`src/inc/kpm_pkg.sv`:
```
// Shared constants and carrier types for the keypad port pin-function multiplexer.
package kpm_pkg;

    // ************************************************************
    // Pin counts and indices
    // ************************************************************
    localparam int N_COL = 8;
    localparam int N_ROW = 7;
    localparam int N_GPIO = 15;
    localparam int COL_SIX = 6;
    localparam int COL_SEVEN = 7;
    localparam int ROW_FIVE = 5;
    localparam int ROW_SIX = 6;
    localparam int GPIO_ROW_BASE = 8;

    // ************************************************************
    // Synchroniser layout and reset value
    // ************************************************************
    localparam int SYNC_W = 18;
    localparam int SYNC_COL_LSB = 0;
    localparam int SYNC_ROW_LSB = 8;
    localparam int SYNC_DBG_N = 15;
    localparam int SYNC_FS = 16;
    localparam int SYNC_SET = 17;
    // The primary debug-event pin idles high, so its stage resets high.
    localparam logic [17:0] SYNC_RST = 18'h08000;

    // ************************************************************
    // Timing
    // ************************************************************
    localparam logic [1:0] DBG_PULSE_CYCLES = 2'h3;

    // ************************************************************
    // Carrier types
    // ************************************************************
    typedef struct packed {
        logic [7:0] col_strobe_en;
        logic [7:0] col_open_drain;
        logic keypad_column_strobe_six_compare_sel;
        logic keypad_column_strobe_seven_pwm_sel;
        logic [6:0] row_sense_en;
        logic keypad_row_sense_five_capture_sel;
        logic keypad_row_sense_six_frame_sync_sel;
        logic codec_sync_mode;
        logic [14:0] gpio_dir;
        logic [14:0] gpio_out;
    } kpm_cfg_t;

    typedef struct packed {
        logic o;
        logic oe;
    } kpm_pin_t;

endpackage

```
`src/hdl/kpm_mux.sv`:
```
// Keypad port pin-function multiplexer with GPIO fallback and debug-event pulse.
`timescale 1ns/1ps
`default_nettype none

module kpm_mux
    import kpm_pkg::*;
(
    input wire logic clk,
    input wire logic rst_n,
    input wire kpm_pkg::kpm_cfg_t cfg,
    input wire logic pin_set_select,
    input wire logic [7:0] col_i,
    output logic [7:0] col_o,
    output logic [7:0] col_oe,
    input wire logic [6:0] row_i,
    output logic [6:0] row_o,
    output logic [6:0] row_oe,
    input wire logic [5:0] keypad_column_strobe_lower,
    input wire logic keypad_column_strobe_six,
    input wire logic keypad_column_strobe_seven,
    input wire logic timer_one_compare_out,
    input wire logic pwm_out,
    output logic [4:0] keypad_row_sense_lower,
    output logic keypad_row_sense_five,
    output logic keypad_row_sense_six,
    output logic timer_capture_two_in,
    input wire logic codec_frame_sync_alt_o,
    input wire logic codec_frame_sync_alt_oe,
    input wire logic primary_frame_sync_i,
    output logic codec_tx_frame_sync,
    output logic codec_rx_frame_sync,
    input wire logic primary_debug_event_n_i,
    input wire logic debug_entry,
    output logic debug_request,
    output logic [14:0] gpio_in
);
    import kpm_pkg::*;

    // ************************************************************
    // Pin synchronisers
    // ************************************************************
    logic [17:0] sync_m;
    logic [17:0] sync_s;
    logic [7:0] col_s;
    logic [6:0] row_s;
    logic set_alt;
    logic [7:0] strobe;
    logic [1:0] dbg_cnt;
    logic dbg_drive;
    logic [1:0] oe_echo;
    logic [7:0] next_col_o;
    logic [7:0] next_col_oe;
    logic [6:0] next_row_o;
    logic [6:0] next_row_oe;

    always_ff @(posedge clk)
    begin
        if (!rst_n)
        begin
            sync_m <= SYNC_RST;
            sync_s <= SYNC_RST;
        end
        else
        begin
            sync_m <= {pin_set_select, primary_frame_sync_i, primary_debug_event_n_i,
                       row_i, col_i};
            sync_s <= sync_m;
        end
    end

    assign col_s = sync_s[SYNC_COL_LSB +: N_COL];
    assign row_s = sync_s[SYNC_ROW_LSB +: N_ROW];
    assign set_alt = sync_s[SYNC_SET];
    assign strobe = {keypad_column_strobe_seven, keypad_column_strobe_six,
                     keypad_column_strobe_lower};

    // ************************************************************
    // Drive helpers
    // ************************************************************
    // Open-drain strobes only ever pull low; the pull-up gives the high level.
    function automatic kpm_pin_t strobe_drive(input logic val, input logic od);
        kpm_pin_t p;
        if (od)
        begin
            p.o = 1'b0;
            p.oe = ~val;
        end
        else
        begin
            p.o = val;
            p.oe = 1'b1;
        end
        return p;
    endfunction

    function automatic kpm_pin_t push_pull(input logic val);
        kpm_pin_t p;
        p.o = val;
        p.oe = 1'b1;
        return p;
    endfunction

    // ************************************************************
    // Debug-event pulse
    // ************************************************************
    // A new entry during a running pulse is ignored, keeping the pulse length exact.
    always_ff @(posedge clk)
    begin
        if (!rst_n)
            dbg_cnt <= 2'h0;
        else if (dbg_cnt != 2'h0)
            dbg_cnt <= dbg_cnt - 2'h1;
        else if (debug_entry)
            dbg_cnt <= DBG_PULSE_CYCLES;
    end

    assign dbg_drive = (dbg_cnt != 2'h0);

    // The pin level returns through the synchroniser two cycles late, so the
    // read-back mask must outlast our own drive by that much.
    always_ff @(posedge clk)
    begin
        if (!rst_n)
            oe_echo <= 2'h0;
        else
            oe_echo <= {oe_echo[0], row_oe[ROW_SIX]};
    end

    // ************************************************************
    // Output function selection
    // ************************************************************
    always_comb
    begin
        kpm_pin_t p;
        p = '0;
        next_col_o = '0;
        next_col_oe = '0;
        next_row_o = '0;
        next_row_oe = '0;
        for (int i = 0; i < N_COL; i++)
        begin
            p.o = cfg.gpio_out[i];
            p.oe = cfg.gpio_dir[i];
            if (cfg.col_strobe_en[i])
                p = strobe_drive(strobe[i], cfg.col_open_drain[i]);
            else if (i == COL_SIX && cfg.keypad_column_strobe_six_compare_sel)
                p = push_pull(timer_one_compare_out);
            else if (i == COL_SEVEN && cfg.keypad_column_strobe_seven_pwm_sel)
                p = push_pull(pwm_out);
            next_col_o[i] = p.o;
            next_col_oe[i] = p.oe;
        end
        for (int j = 0; j < N_ROW; j++)
        begin
            p.o = cfg.gpio_out[GPIO_ROW_BASE + j];
            p.oe = cfg.gpio_dir[GPIO_ROW_BASE + j];
            if (j == ROW_SIX && set_alt)
            begin
                p.o = 1'b0;
                p.oe = dbg_drive;
            end
            else if (cfg.row_sense_en[j])
                p = '0;
            else if (j == ROW_FIVE && cfg.keypad_row_sense_five_capture_sel)
                p = '0;
            else if (j == ROW_SIX && cfg.keypad_row_sense_six_frame_sync_sel)
            begin
                p.o = codec_frame_sync_alt_o;
                p.oe = codec_frame_sync_alt_oe;
            end
            next_row_o[j] = p.o;
            next_row_oe[j] = p.oe;
        end
    end

    always_ff @(posedge clk)
    begin
        if (!rst_n)
        begin
            col_o <= 8'h00;
            col_oe <= 8'h00;
            row_o <= 7'h00;
            row_oe <= 7'h00;
        end
        else
        begin
            col_o <= next_col_o;
            col_oe <= next_col_oe;
            row_o <= next_row_o;
            row_oe <= next_row_oe;
        end
    end

    // ************************************************************
    // Input routing
    // ************************************************************
    // Row senses idle high when the pin is taken by another function.
    always_ff @(posedge clk)
    begin
        if (!rst_n)
        begin
            gpio_in <= 15'h0000;
            keypad_row_sense_lower <= 5'h1f;
            keypad_row_sense_five <= 1'b1;
            keypad_row_sense_six <= 1'b1;
            timer_capture_two_in <= 1'b0;
            codec_tx_frame_sync <= 1'b0;
            codec_rx_frame_sync <= 1'b0;
            debug_request <= 1'b0;
        end
        else
        begin
            gpio_in <= {row_s, col_s};
            for (int k = 0; k < 5; k++)
                keypad_row_sense_lower[k] <= cfg.row_sense_en[k] ? row_s[k] : 1'b1;
            keypad_row_sense_five <= cfg.row_sense_en[ROW_FIVE] ? row_s[ROW_FIVE] : 1'b1;
            keypad_row_sense_six <= (cfg.row_sense_en[ROW_SIX] && !set_alt)
                                    ? row_s[ROW_SIX] : 1'b1;
            timer_capture_two_in <= cfg.keypad_row_sense_five_capture_sel && !cfg.row_sense_en[ROW_FIVE]
                                    && row_s[ROW_FIVE];
            if (cfg.keypad_row_sense_six_frame_sync_sel && !set_alt)
            begin
                codec_tx_frame_sync <= row_s[ROW_SIX];
                codec_rx_frame_sync <= cfg.codec_sync_mode && row_s[ROW_SIX];
            end
            else
            begin
                codec_tx_frame_sync <= sync_s[SYNC_FS];
                codec_rx_frame_sync <= sync_s[SYNC_FS];
            end
            // Our own pulse on the pin must not read back as a new request.
            if (set_alt)
                debug_request <= !row_s[ROW_SIX] && !dbg_drive && !row_oe[ROW_SIX]
                                 && (oe_echo == 2'h0);
            else
                debug_request <= !sync_s[SYNC_DBG_N];
        end
    end

    // ************************************************************
    // Assertions
    // ************************************************************
    a_reset_pins_off: assert property (@(posedge clk)
        !rst_n |=> (col_oe == 8'h00) && (row_oe == 7'h00))
        else $error("pin driver on after reset");

    a_strobe_open_drain: assert property (@(posedge clk) disable iff (!rst_n)
        cfg.col_strobe_en[0] && cfg.col_open_drain[0]
        |=> !col_o[0] && (col_oe[0] == !$past(keypad_column_strobe_lower[0])))
        else $error("open-drain strobe drives wrong level");

    a_gpio_fallback: assert property (@(posedge clk) disable iff (!rst_n)
        !cfg.col_strobe_en[1] |=> (col_oe[1] == $past(cfg.gpio_dir[1]))
        && (col_o[1] == $past(cfg.gpio_out[1])))
        else $error("column one not following GPIO settings");

    a_keypad_column_strobe_six_compare: assert property (@(posedge clk) disable iff (!rst_n)
        !cfg.col_strobe_en[6] && cfg.keypad_column_strobe_six_compare_sel
        |=> col_oe[6] && (col_o[6] == $past(timer_one_compare_out)))
        else $error("column six not carrying compare output");

    a_keypad_column_strobe_seven_pwm: assert property (@(posedge clk) disable iff (!rst_n)
        !cfg.col_strobe_en[7] && cfg.keypad_column_strobe_seven_pwm_sel
        |=> col_oe[7] && (col_o[7] == $past(pwm_out)))
        else $error("column seven not carrying pulse-width output");

    a_row_sense_input: assert property (@(posedge clk) disable iff (!rst_n)
        cfg.row_sense_en[0] |=> !row_oe[0])
        else $error("row sense pin is driving");

    a_sync_fs_both: assert property (@(posedge clk) disable iff (!rst_n)
        cfg.keypad_row_sense_six_frame_sync_sel && cfg.codec_sync_mode && !set_alt
        |=> codec_rx_frame_sync == codec_tx_frame_sync)
        else $error("synchronous frame sync differs between directions");

    a_primary_fs_cut: assert property (@(posedge clk) disable iff (!rst_n)
        cfg.keypad_row_sense_six_frame_sync_sel && !cfg.codec_sync_mode && !set_alt
        |=> !codec_rx_frame_sync)
        else $error("primary frame sync leaks into codec");

    a_debug_pulse_len: assert property (@(posedge clk) disable iff (!rst_n)
        set_alt && debug_entry && !dbg_drive ##1 set_alt[*4]
        |-> $past(row_oe[6], 3) == 1'b0 && row_oe[6] && $past(row_oe[6])
        && $past(row_oe[6], 2) ##1 !row_oe[6])
        else $error("debug-event pulse not three cycles");

    a_debug_src_alt: assert property (@(posedge clk) disable iff (!rst_n)
        set_alt && !dbg_drive && !row_oe[6] && row_s[6] |=> !debug_request)
        else $error("primary debug pin reached debug logic");

    c_open_drain_strobe: cover property (@(posedge clk) disable iff (!rst_n)
        cfg.col_strobe_en[0] && cfg.col_open_drain[0] && col_oe[0]);
    c_debug_pulse: cover property (@(posedge clk) disable iff (!rst_n)
        set_alt && $rose(row_oe[6]));
    c_alt_frame_sync: cover property (@(posedge clk) disable iff (!rst_n)
        cfg.keypad_row_sense_six_frame_sync_sel && !set_alt && codec_tx_frame_sync);

endmodule

`default_nettype wire

```
`config.mk`:
```
export PLATFORM = sky130hd
export DESIGN_NAME = kpm_mux
export DESIGN_NICKNAME = d
export VERILOG_FILES = /design/src/inc/kpm_pkg.sv /design/src/hdl/kpm_mux.sv
export SDC_FILE = /design/constraint.sdc
export NUM_CORES = 1
export LEC_CHECK = 0
export BUFFER_PORTS_ARGS = -buffer_cell sky130_fd_sc_hd__buf_2
export CAP_MARGIN = 40
export CORE_MARGIN = 1.5
export CORE_UTILIZATION = 34
export CTS_CLUSTER_DIAMETER = 50
export DETAILED_ROUTE_END_ITERATION = 8
export GPL_ROUTABILITY_DRIVEN = 0
export HOLD_SLACK_MARGIN = 0.06
export SYNTH_ARGS = -nofsm -noshare
export SYNTH_HDL_FRONTEND = slang
export SYNTH_SLANG_ARGS = --single-unit
```
`constraint.sdc`:
```
create_clock -name clk -period 1.4 [get_ports clk]
set_clock_uncertainty 0.1 [all_clocks]
set_input_delay 0.07 -clock clk [delete_from_list [all_inputs] [get_ports clk]]
set_output_delay 0.07 -clock clk [all_outputs]
set_load 0.01 [all_outputs]
```
Yosys cells after proc, flatten, opt, wreduce, memory -nomap -nowiden --
Cells that the tools add are included.
Cells by class: add/sub/neg operators 1, reduce and logical (&&, ||, !) cells 31, mux-type cells 26, bitwise operators 9
Operator list (count):
- two-way mux 2 bit | 21
- AND reduction 2 bit | 7
- OR reduction 2 bit | 5
- NOT 1 bit | 9
- logical AND 1 bit | 8
- logical NOT 1 bit | 6
- OR reduction 3 bit | 2
- two-way mux 1 bit | 5
- nonzero test 2 bit | 2
- logical NOT 2 bit | 1
- subtractor 2 x 1 -> 2 bit (second input constant) | 1
Word-level totals: bits of input ports 91, logic and storage cells 99, flip-flop bits (word level) 96

Longest topological paths before layout --
Gate-level depths: netlist (run 1).
depth after elaboration 6, depth in mapped cells 5, depth with buffers taken out 5

Least setup slack after synthesis (run 1) --
Ideal clock, no wire load.
kind reg2reg, start reg sync_s[17], end reg keypad_row_sense_six, clock period less this slack 1.129 ns, arrival time 0.897 ns, cell stages (with the launch flop) 3, setup slack 0.271 ns, cell sequence dfxtp_1 nand2b_1 or3b_2
Between the ends: word-level cells in the longest chain between the ends 3
RTL lines:
- from (decl) | line kpm_mux.sv:43 | logic [17:0] sync_s;
- from (signal assigned) | line kpm_mux.sv:67 | sync_s <= sync_m;
- logical NOT 1 bit | line kpm_mux.sv:217 | keypad_row_sense_six <= (cfg.row_sense_en[ROW_SIX] && !set_alt)
- logical AND 1 bit | line kpm_mux.sv:217
- AND reduction 2 bit (no line)
- to (signal assigned) | line kpm_mux.sv:217
- to (decl) | line kpm_mux.sv:25 | output logic keypad_row_sense_six,
Every way passes these cells. A chain may end at the register's enable or synchronous reset.

Worst setup path after layout (run 1) --
start in cfg[29] (netlist bit), end reg row_oe[6]
Between the ends: word-level cells in the longest chain between the ends 3
RTL lines:
- from (decl) | line kpm_mux.sv:10 | input wire kpm_pkg::kpm_cfg_t cfg,
- two-way mux 2 bit | line kpm_mux.sv:166 | else if (j == ROW_SIX && cfg.keypad_row_sense_six_frame_sync_sel)
- two-way mux 1 bit | line kpm_mux.sv:162 | else if (cfg.row_sense_en[j])
- two-way mux 1 bit | line kpm_mux.sv:157 | if (j == ROW_SIX && set_alt)
- to (signal assigned) | line kpm_mux.sv:190 | row_oe <= next_row_oe;
- to (decl) | line kpm_mux.sv:17 | output logic [6:0] row_oe,
Every way passes these cells.

==> results of run 1 <==
==> Yosys cell counts (all sizes together) <==
cell type,count,area [sq um]
and4b,1,10.01
o22ai,2,12.51
nor3,1,5.000
o31ai,1,7.510
o211a,1,10.01
nand2,7,26.28
nand3,2,10.01
o311a,2,20.02
ha,1,12.51
o21ai,9,45.04
buf,4,22.52
or3b,1,8.760
dfxtp,96,1922
o21a,1,7.510
and3b,10,87.58
nand3b,13,97.59
nor2,1,3.750
mux2i,5,50.05
nand4,1,6.260
nor3b,1,7.510
inv,5,18.77
clkbuf,6,22.52
and2,54,337.8
and4bb,2,25.02
nor2b,1,6.260
a21boi,5,37.54
and2b,1,7.510
nand2b,8,50.05
a31oi,6,37.54
==> state kept, by name, indices dropped and copies added (netlist names), 5 cells and up <==
signal and flops:
gpio_in 15, keypad_row_sense_lower 5, col_o 8, row_oe 7, sync_s 18, row_o 7, col_oe 8, sync_m 18
==> worst paths after layout <==
check                   startpoint                    end  slack [ps]  depth (start not counted)
min reg2reg  sync_m[15]$_SDFF_PN1_  sync_s[15]$_SDFF_PN1_         310                          1
max reg2reg   row_oe[6]$_SDFF_PN0_  oe_echo[0]$_SDFF_PN0_         150                          2
max                        cfg[29]   row_oe[6]$_SDFF_PN0_          10                          5
min                         cfg[5]    col_o[5]$_SDFF_PN0_          70                          4
==> per-layer routing <==
metal	track usage, %	wire length [microns]	share of wire, %	vias to the layer above
li1	-	-	-	1318
met1	16.54	2871	40	1135
met2	27.05	3661	51	81
met3	3.907	374	5.2	21
met4	12.50	228	3.2	0
met5	0	0	0	-
==> layout make-up <==
| class | instances | share of cell area [%] |
|---|---|---|
| timing repair buffer | 245 | 35.31 |
| clock inverter | 7 | 0.9694 |
| multi-input combinational | 137 | 18.95 |
| tap | 105 | 2.679 |
| inverter | 5 | 0.3827 |
| clock buffer | 9 | 2.526 |
| sequential | 96 | 39.18 |
==> critical path, cell delays in order <==
cell and delay, ps:
dlygate4sd3_1 530, buf_2 120, mux2i_1 170, dlygate4sd3_1 580, o31ai_1 70
==> layout by cell type (no fill, tap or decap), types with 2 or more instances in the layout <==
cell / Yosys / layout
and3b_1: 10 / 10
o21ai_1: 2 / 2
a21boi_0: 5 / 2
mux2i_1: 5 / 5
and4bb_2: 2 / 2
buf_4: 1 / 2
o311a_1: 2 / 2
clkinv_2: 0 / 3
o21ai_0: 7 / 7
nand2b_1: 8 / 8
o22ai_1: 2 / 2
clkbuf_8: 0 / 9
nand3_1: 2 / 2
inv_1: 5 / 5
and2_1: 54 / 54
nand2_1: 7 / 7
clkinvlp_4: 0 / 2
buf_2: 3 / 145
dfxtp_1: 96 / 96
nand3b_1: 13 / 13
a21boi_1: 0 / 3
a31oi_1: 6 / 6
dlygate4sd3_1: 0 / 97
==> timing repair <==
item                                    4_1_cts  5_1_grt
hold buffers                                100        4
resized for setup                             0        3
buffers inserted                              0        0
endpoints found under the hold margin        65        4
endpoints found under the setup margin        0        8
==> metrics by stage <==
step                      utilization (%)  hold WS (ps)  instances  area (sq um)
after detailed placement            45.62         176.1        492          3767
after floorplan                         -         49.31        248          2915
after global routing                59.39         78.87        604          4905
after CTS                           59.82         64.84        608          4940
final                               59.39         69.76        604          4905
after global placement              45.62         166.4        492          3767
==> cells by family after synthesis <==
kind of cell / count (synthesis) / share of synthesized area (%)
buffers and inverters: 15 / 2.189
AND/OR/NAND/NOR: 104 / 23.65
adder cells (fa/ha/maj): 1 / 0.4291
AO/OA/AOI/OAI: 27 / 6.095
multiplexers: 5 / 1.717
flip-flops: 96 / 65.92
==> report_power, final <==
group,internal [uW],switching [uW]
clock,645,943
sequential,2870,36.5
combinational,439,270
total,3950,1250
==> summary.md, run 1 <==
| Metric | Value |
|---|---|
| Register Area | `roughly 1900 sq um` |
| Synth unique cells | `31` |
| Port buffer count | `146` |
| Initial antenna violation count | `0` |
| Vias per cell | `4.230` |
| DRC viols | `0` |
| Pwr dens | `1060 nW/um^2` |
| #FFs+latches synth | `96` |
| Skew-Pair Late Insertion Delay | `~350 ps` |
| Antenna-violating nets left | `0` |
| Clock buffer depth | `2` |
| WP data required | `roughly 1500 ps` |
| Dpl hpwl | `4061 microns` |
| Worst Path Max Fanout | `1` |
| Die W | `95.60 microns` |
| Die area | `9139 sq um` |
| DRT iter0 DRCs | `38` |
| Fill cells | `690` |
| Overall power | `around 5200 uW` |
| Congestion Overflow GR | `0` |
| Syn Nets | `340` |
| Setup CP Type | `primary input to flip-flop` |
| Run status | `completed` |
| Mapped cell area | `2915 sq um` |
| Max Cap Violations | `0` |
| Least-Margin Pin Slew | `195.1 ps` |
| Total number of vias | `approximately 2.6k` |
| Area Growth Syn to Fin | `68.24%` |
| RSZ-0062 raised after global routing | `false` |
| Ys Warns | `0` |
| IO Pins | `147` |
| Avg WL per Cell | `11.81 microns` |
| Leakage | `about 0.0024 uW` |
| Worst-path clk slew | `90 ps` |
| CTS tree | `yes` |
| Hold crit path type | `primary input to flip-flop` |
| Total Routing Usage GR | `~16%` |
| Largest net degree at the start of global routing | `61` |
| Mean post-synth cell area | `11.76 sq um` |
| Critical Path Start Type | `primary input` |
| Share of cells above drive strength 1 | `33.47%` |
| Fin. max-slew vios | `0` |
| Final WL | `7136 microns` |
| Setup TNS | `0 ps` |
| Setup violations, final | `0` |
| Fmax achieved | `about 0.72 GHz` |
| Sequential area share after synthesis | `65.92%` |
| Starting Density | `35.30%` |
| H-tree level count | `3` |
| First-pass GRT wire length | `10970 microns` |
| Area of the multi-input gates | `between 900 and 1000 sq um` |
| Clock sink total | `96` |
| Ant diodes | `0` |
| Worst slew margin | `86.62%` |
| Final period utilization | `99.23%` |
| Worst setup EP type | `flip-flop` |
| Final WS setup | `around 11 ps` |
| Clock Root Buffer | `clkbuf_8` |
| Final net count | `around 590` |
| Peak supply drop | `0.0004526 V` |
| Die height | `~96 microns` |
| Row count | `33` |
| Vias in the first global route | `2539` |
| Place WS | `roughly 220 ps` |
| Synth Instances | `248` |
| CP Data Arrival Time | `1530 ps` |
| Min cycle time layout | `1389 ps` |
| Placeable core area | `8258 sq um` |
| First drt pass iteration count | `4` |
| Endpoints failing hold | `0` |
| Num CTS Buffers | `9` |
No activity file was read; power rests on OpenSTA's default activity.
==> run 2, diff against run 1 <==
--- a/config.mk
+++ b/config.mk
@@ -6,13 +6,15 @@
 export NUM_CORES = 1
 export LEC_CHECK = 0
 export BUFFER_PORTS_ARGS = -buffer_cell sky130_fd_sc_hd__buf_2
-export CAP_MARGIN = 40
+export CAP_MARGIN = 20
 export CORE_MARGIN = 1.5
-export CORE_UTILIZATION = 34
+export CORE_UTILIZATION = 46
+export CTS_BUF_LIST = sky130_fd_sc_hd__clkbuf_8
 export CTS_CLUSTER_DIAMETER = 50
 export DETAILED_ROUTE_END_ITERATION = 8
 export GPL_ROUTABILITY_DRIVEN = 0
 export HOLD_SLACK_MARGIN = 0.06
+export PLACE_DENSITY = 0.81
 export SYNTH_ARGS = -nofsm -noshare
 export SYNTH_HDL_FRONTEND = slang
 export SYNTH_SLANG_ARGS = --single-unit
==> summary.md, run 2 (synthesized netlist as in run 1, its figures left out) <==
| Metric | Value |
|---|---|
| Run status | `finished, violations left` |
| Failing checks | `setup timing` |
| Dpl hpwl | `3874 microns` |
| Starting Density | `~48%` |
| Clock sink total | `96` |
| Final period utilization | `100.0%` |
| Most frequent cells in the layout | `buf_2, dfxtp_1, dlygate4sd3_1` |
| Avg WL per Cell | `approximately 14 microns` |
| Port buffer count | `146` |
| RSZ-0062 raised after global routing | `false` |
| Vias per cell | `4.653` |
| Worst slew margin | `78.72%` |
| Peak supply drop | `0.0007927 V` |
| CP Data Arrival Time | `1550 ps` |
| Final Instance Area | `4873 sq um` |
| Die height | `82.61 microns` |
| Delay-heaviest family, CP | `buffers and inverters` |
| CP max stage cell | `dlygate4sd3_1` |
| Endpoint, Worst Hold | `keypad_row_sense_lower[1]$_SDFF_PN1_` |
| CP max stage delay | `560 ps` |
| Antenna-violating nets left | `0` |
| Overall power | `5387 uW` |
| Worst Path Max Fanout | `1` |
| Share of cells above drive strength 1 | `33.06%` |
| Area after DPL | `3715 sq um` |
| Clock buffer depth | `2` |
| H-tree level count | `3` |
| Skew-Pair Late Insertion Delay | `340 ps` |
| Row count | `28` |
| Placeable core area | `6026 sq um` |
| Die W | `82.61 microns` |
| Vias in the first global route | `2727` |
| Total number of vias | `about 2.7k` |
| Min cycle time layout | `1401 ps` |
| Top Registers | `sync_m x18, sync_s x18, gpio_in x15` |
| WP data required | `1550 ps` |
| DRC viols | `0` |
| Fmax achieved | `a little over 0.7 GHz` |
| Leakage | `0.002362 uW` |
| Critical Path Start Type | `primary input` |
| Endpoints failing hold | `0` |
| First drt pass iteration count | `4` |
| Worst-path clk slew | `90 ps` |
| # placed instances | `460` |
| Worst hold path depth | `3` |
| Reg-to-reg startpoint | `sync_s[17]$_SDFF_PN0_` |
| IO Pins | `147` |
| Final WS setup | `-0.5109 ps` |
| Final WL | `8109 microns` |
| Most frequent CP cell | `dlygate4sd3_1` |
| Clock Root Buffer | `clkbuf_8` |
| Fin cells | `571` |
| Critical-path cell list | `dlygate4sd3_1 -> buf_2 -> mux2i_1 -> dlygate4sd3_1 -> o31ai_1` |
| Most common cell after layout, fill and taps aside | `buf_2` |
| CP Buf/Inv Count | `3` |
| Num CTS Buffers | `9` |
| Setup CP Type | `primary input to flip-flop` |
| Max Cap Violations | `0` |
| Initial antenna violation count | `0` |
| Reg2reg path depth | `2` |
| DRT iter0 DRCs | `~100` |
| Hold crit path type | `primary input to flip-flop` |
| Place WS | `between 200 and 250 ps` |
| Worst setup EP type | `flip-flop` |
| Fin. max-slew vios | `0` |
| Pwr dens | `1105 nW/um^2` |
| First-pass GRT wire length | `12300 microns` |
| Ant diodes | `0` |
| Hold_sp | `rst_n` |
| CTS tree | `yes` |
| Post-CTS setup buffer count | `0` |
| WHS | `139.7 ps` |
| R2R setup slack | `approximately 160 ps` |
| Area Growth Syn to Fin | `67.17%` |
| Final net count | `583` |
| Setup violations, final | `1` |
| Least-Margin Pin Slew | `318.5 ps` |
| Die area | `~7000 sq um` |
| Total Routing Usage GR | `24.73%` |
| Congestion Overflow GR | `0` |
| Reg2reg end | `keypad_row_sense_six$_SDFF_PN1_` |
| Largest net degree at the start of global routing | `87` |
[run 2: changes by cell type in the layout (fill, tap and decap cells not counted), moves of 2 or more]
| cell | previous run | this run |
|---|---|---|
| o21ai_1 | 2 | 4 |
| dlymetal6s4s_1 | 0 | 2 |
| dlygate4sd3_1 | 97 | 94 |
| buf_4 | 2 | 0 |
| o21ai_0 | 7 | 5 |
[run 2: worst max-delay path by stage]
stage	startpoint	endpoint	slack (ps)	cells past startpoint
3_5_place_dp	sync_s[17]$_SDFF_PN0_	keypad_row_sense_six$_SDFF_PN1_	210	2
5_1_grt	cfg[29]	row_oe[6]$_SDFF_PN0_	3	5
3_3_place_gp	sync_s[17]$_SDFF_PN0_	keypad_row_sense_six$_SDFF_PN1_	250	2
6_report	cfg[29]	row_oe[6]$_SDFF_PN0_	-0.5	5
4_1_cts	cfg[57]	col_o[7]$_SDFF_PN0_	3	6
2_1_floorplan	sync_s[17]$_SDFF_PN0_	keypad_row_sense_six$_SDFF_PN1_	270	2
[run 2: metal layers]
metal / track usage, % / wire (microns) / vias up
met2: 46.67 / 4524 / 117
met4: 15.50 / 298 / 0
met5: 0 / 0 / -
met3: 8.022 / 494 / 28
li1: - / - / 1308
met1: 22.50 / 2791 / 1204
[run 2: layout make-up]
cell class	instances	area, sq um
Sequential cell	96	1922
Timing Repair Buffer	242	1712
Fill cell	358	1152
Multi-Input combinational cell	137	929.6
Clock buffer	10	137.6
Tap cell	75	93.84
Clock inverter	6	60.06
Inverter	5	18.77
[run 2: repair_timing]
| item | CTS | global route |
|---|---|---|
| endpoints found under the hold margin | 62 | 2 |
| resized for setup | 0 | 7 |
| hold buffers | 96 | 3 |
| endpoints found under the setup margin | 0 | 7 |
[run 2: worst reg2reg max path: cells and delay by family (launching register included)]
| family | cells | cell delay (ps) |
|---|---|---|
| and+or+nand+nor | 2 | 670 |
| DFF | 1 | 350 |
[run 2: per-stage QoR]
stage          TNS, ps  util (%)
2_1_floorplan        0         -
3_3_place_gp         0     61.65
3_5_place_dp         0     61.65
4_1_cts              0     80.88
5_1_grt              0     80.88
6_report       -0.5109     80.88
[run 2: power breakdown]
part | switching [uW] | total, uW | internal, uW
logic | 284 | 719 | 435
registers | 42.5 | 2910 | 2870
clock network | 894 | 1760 | 866
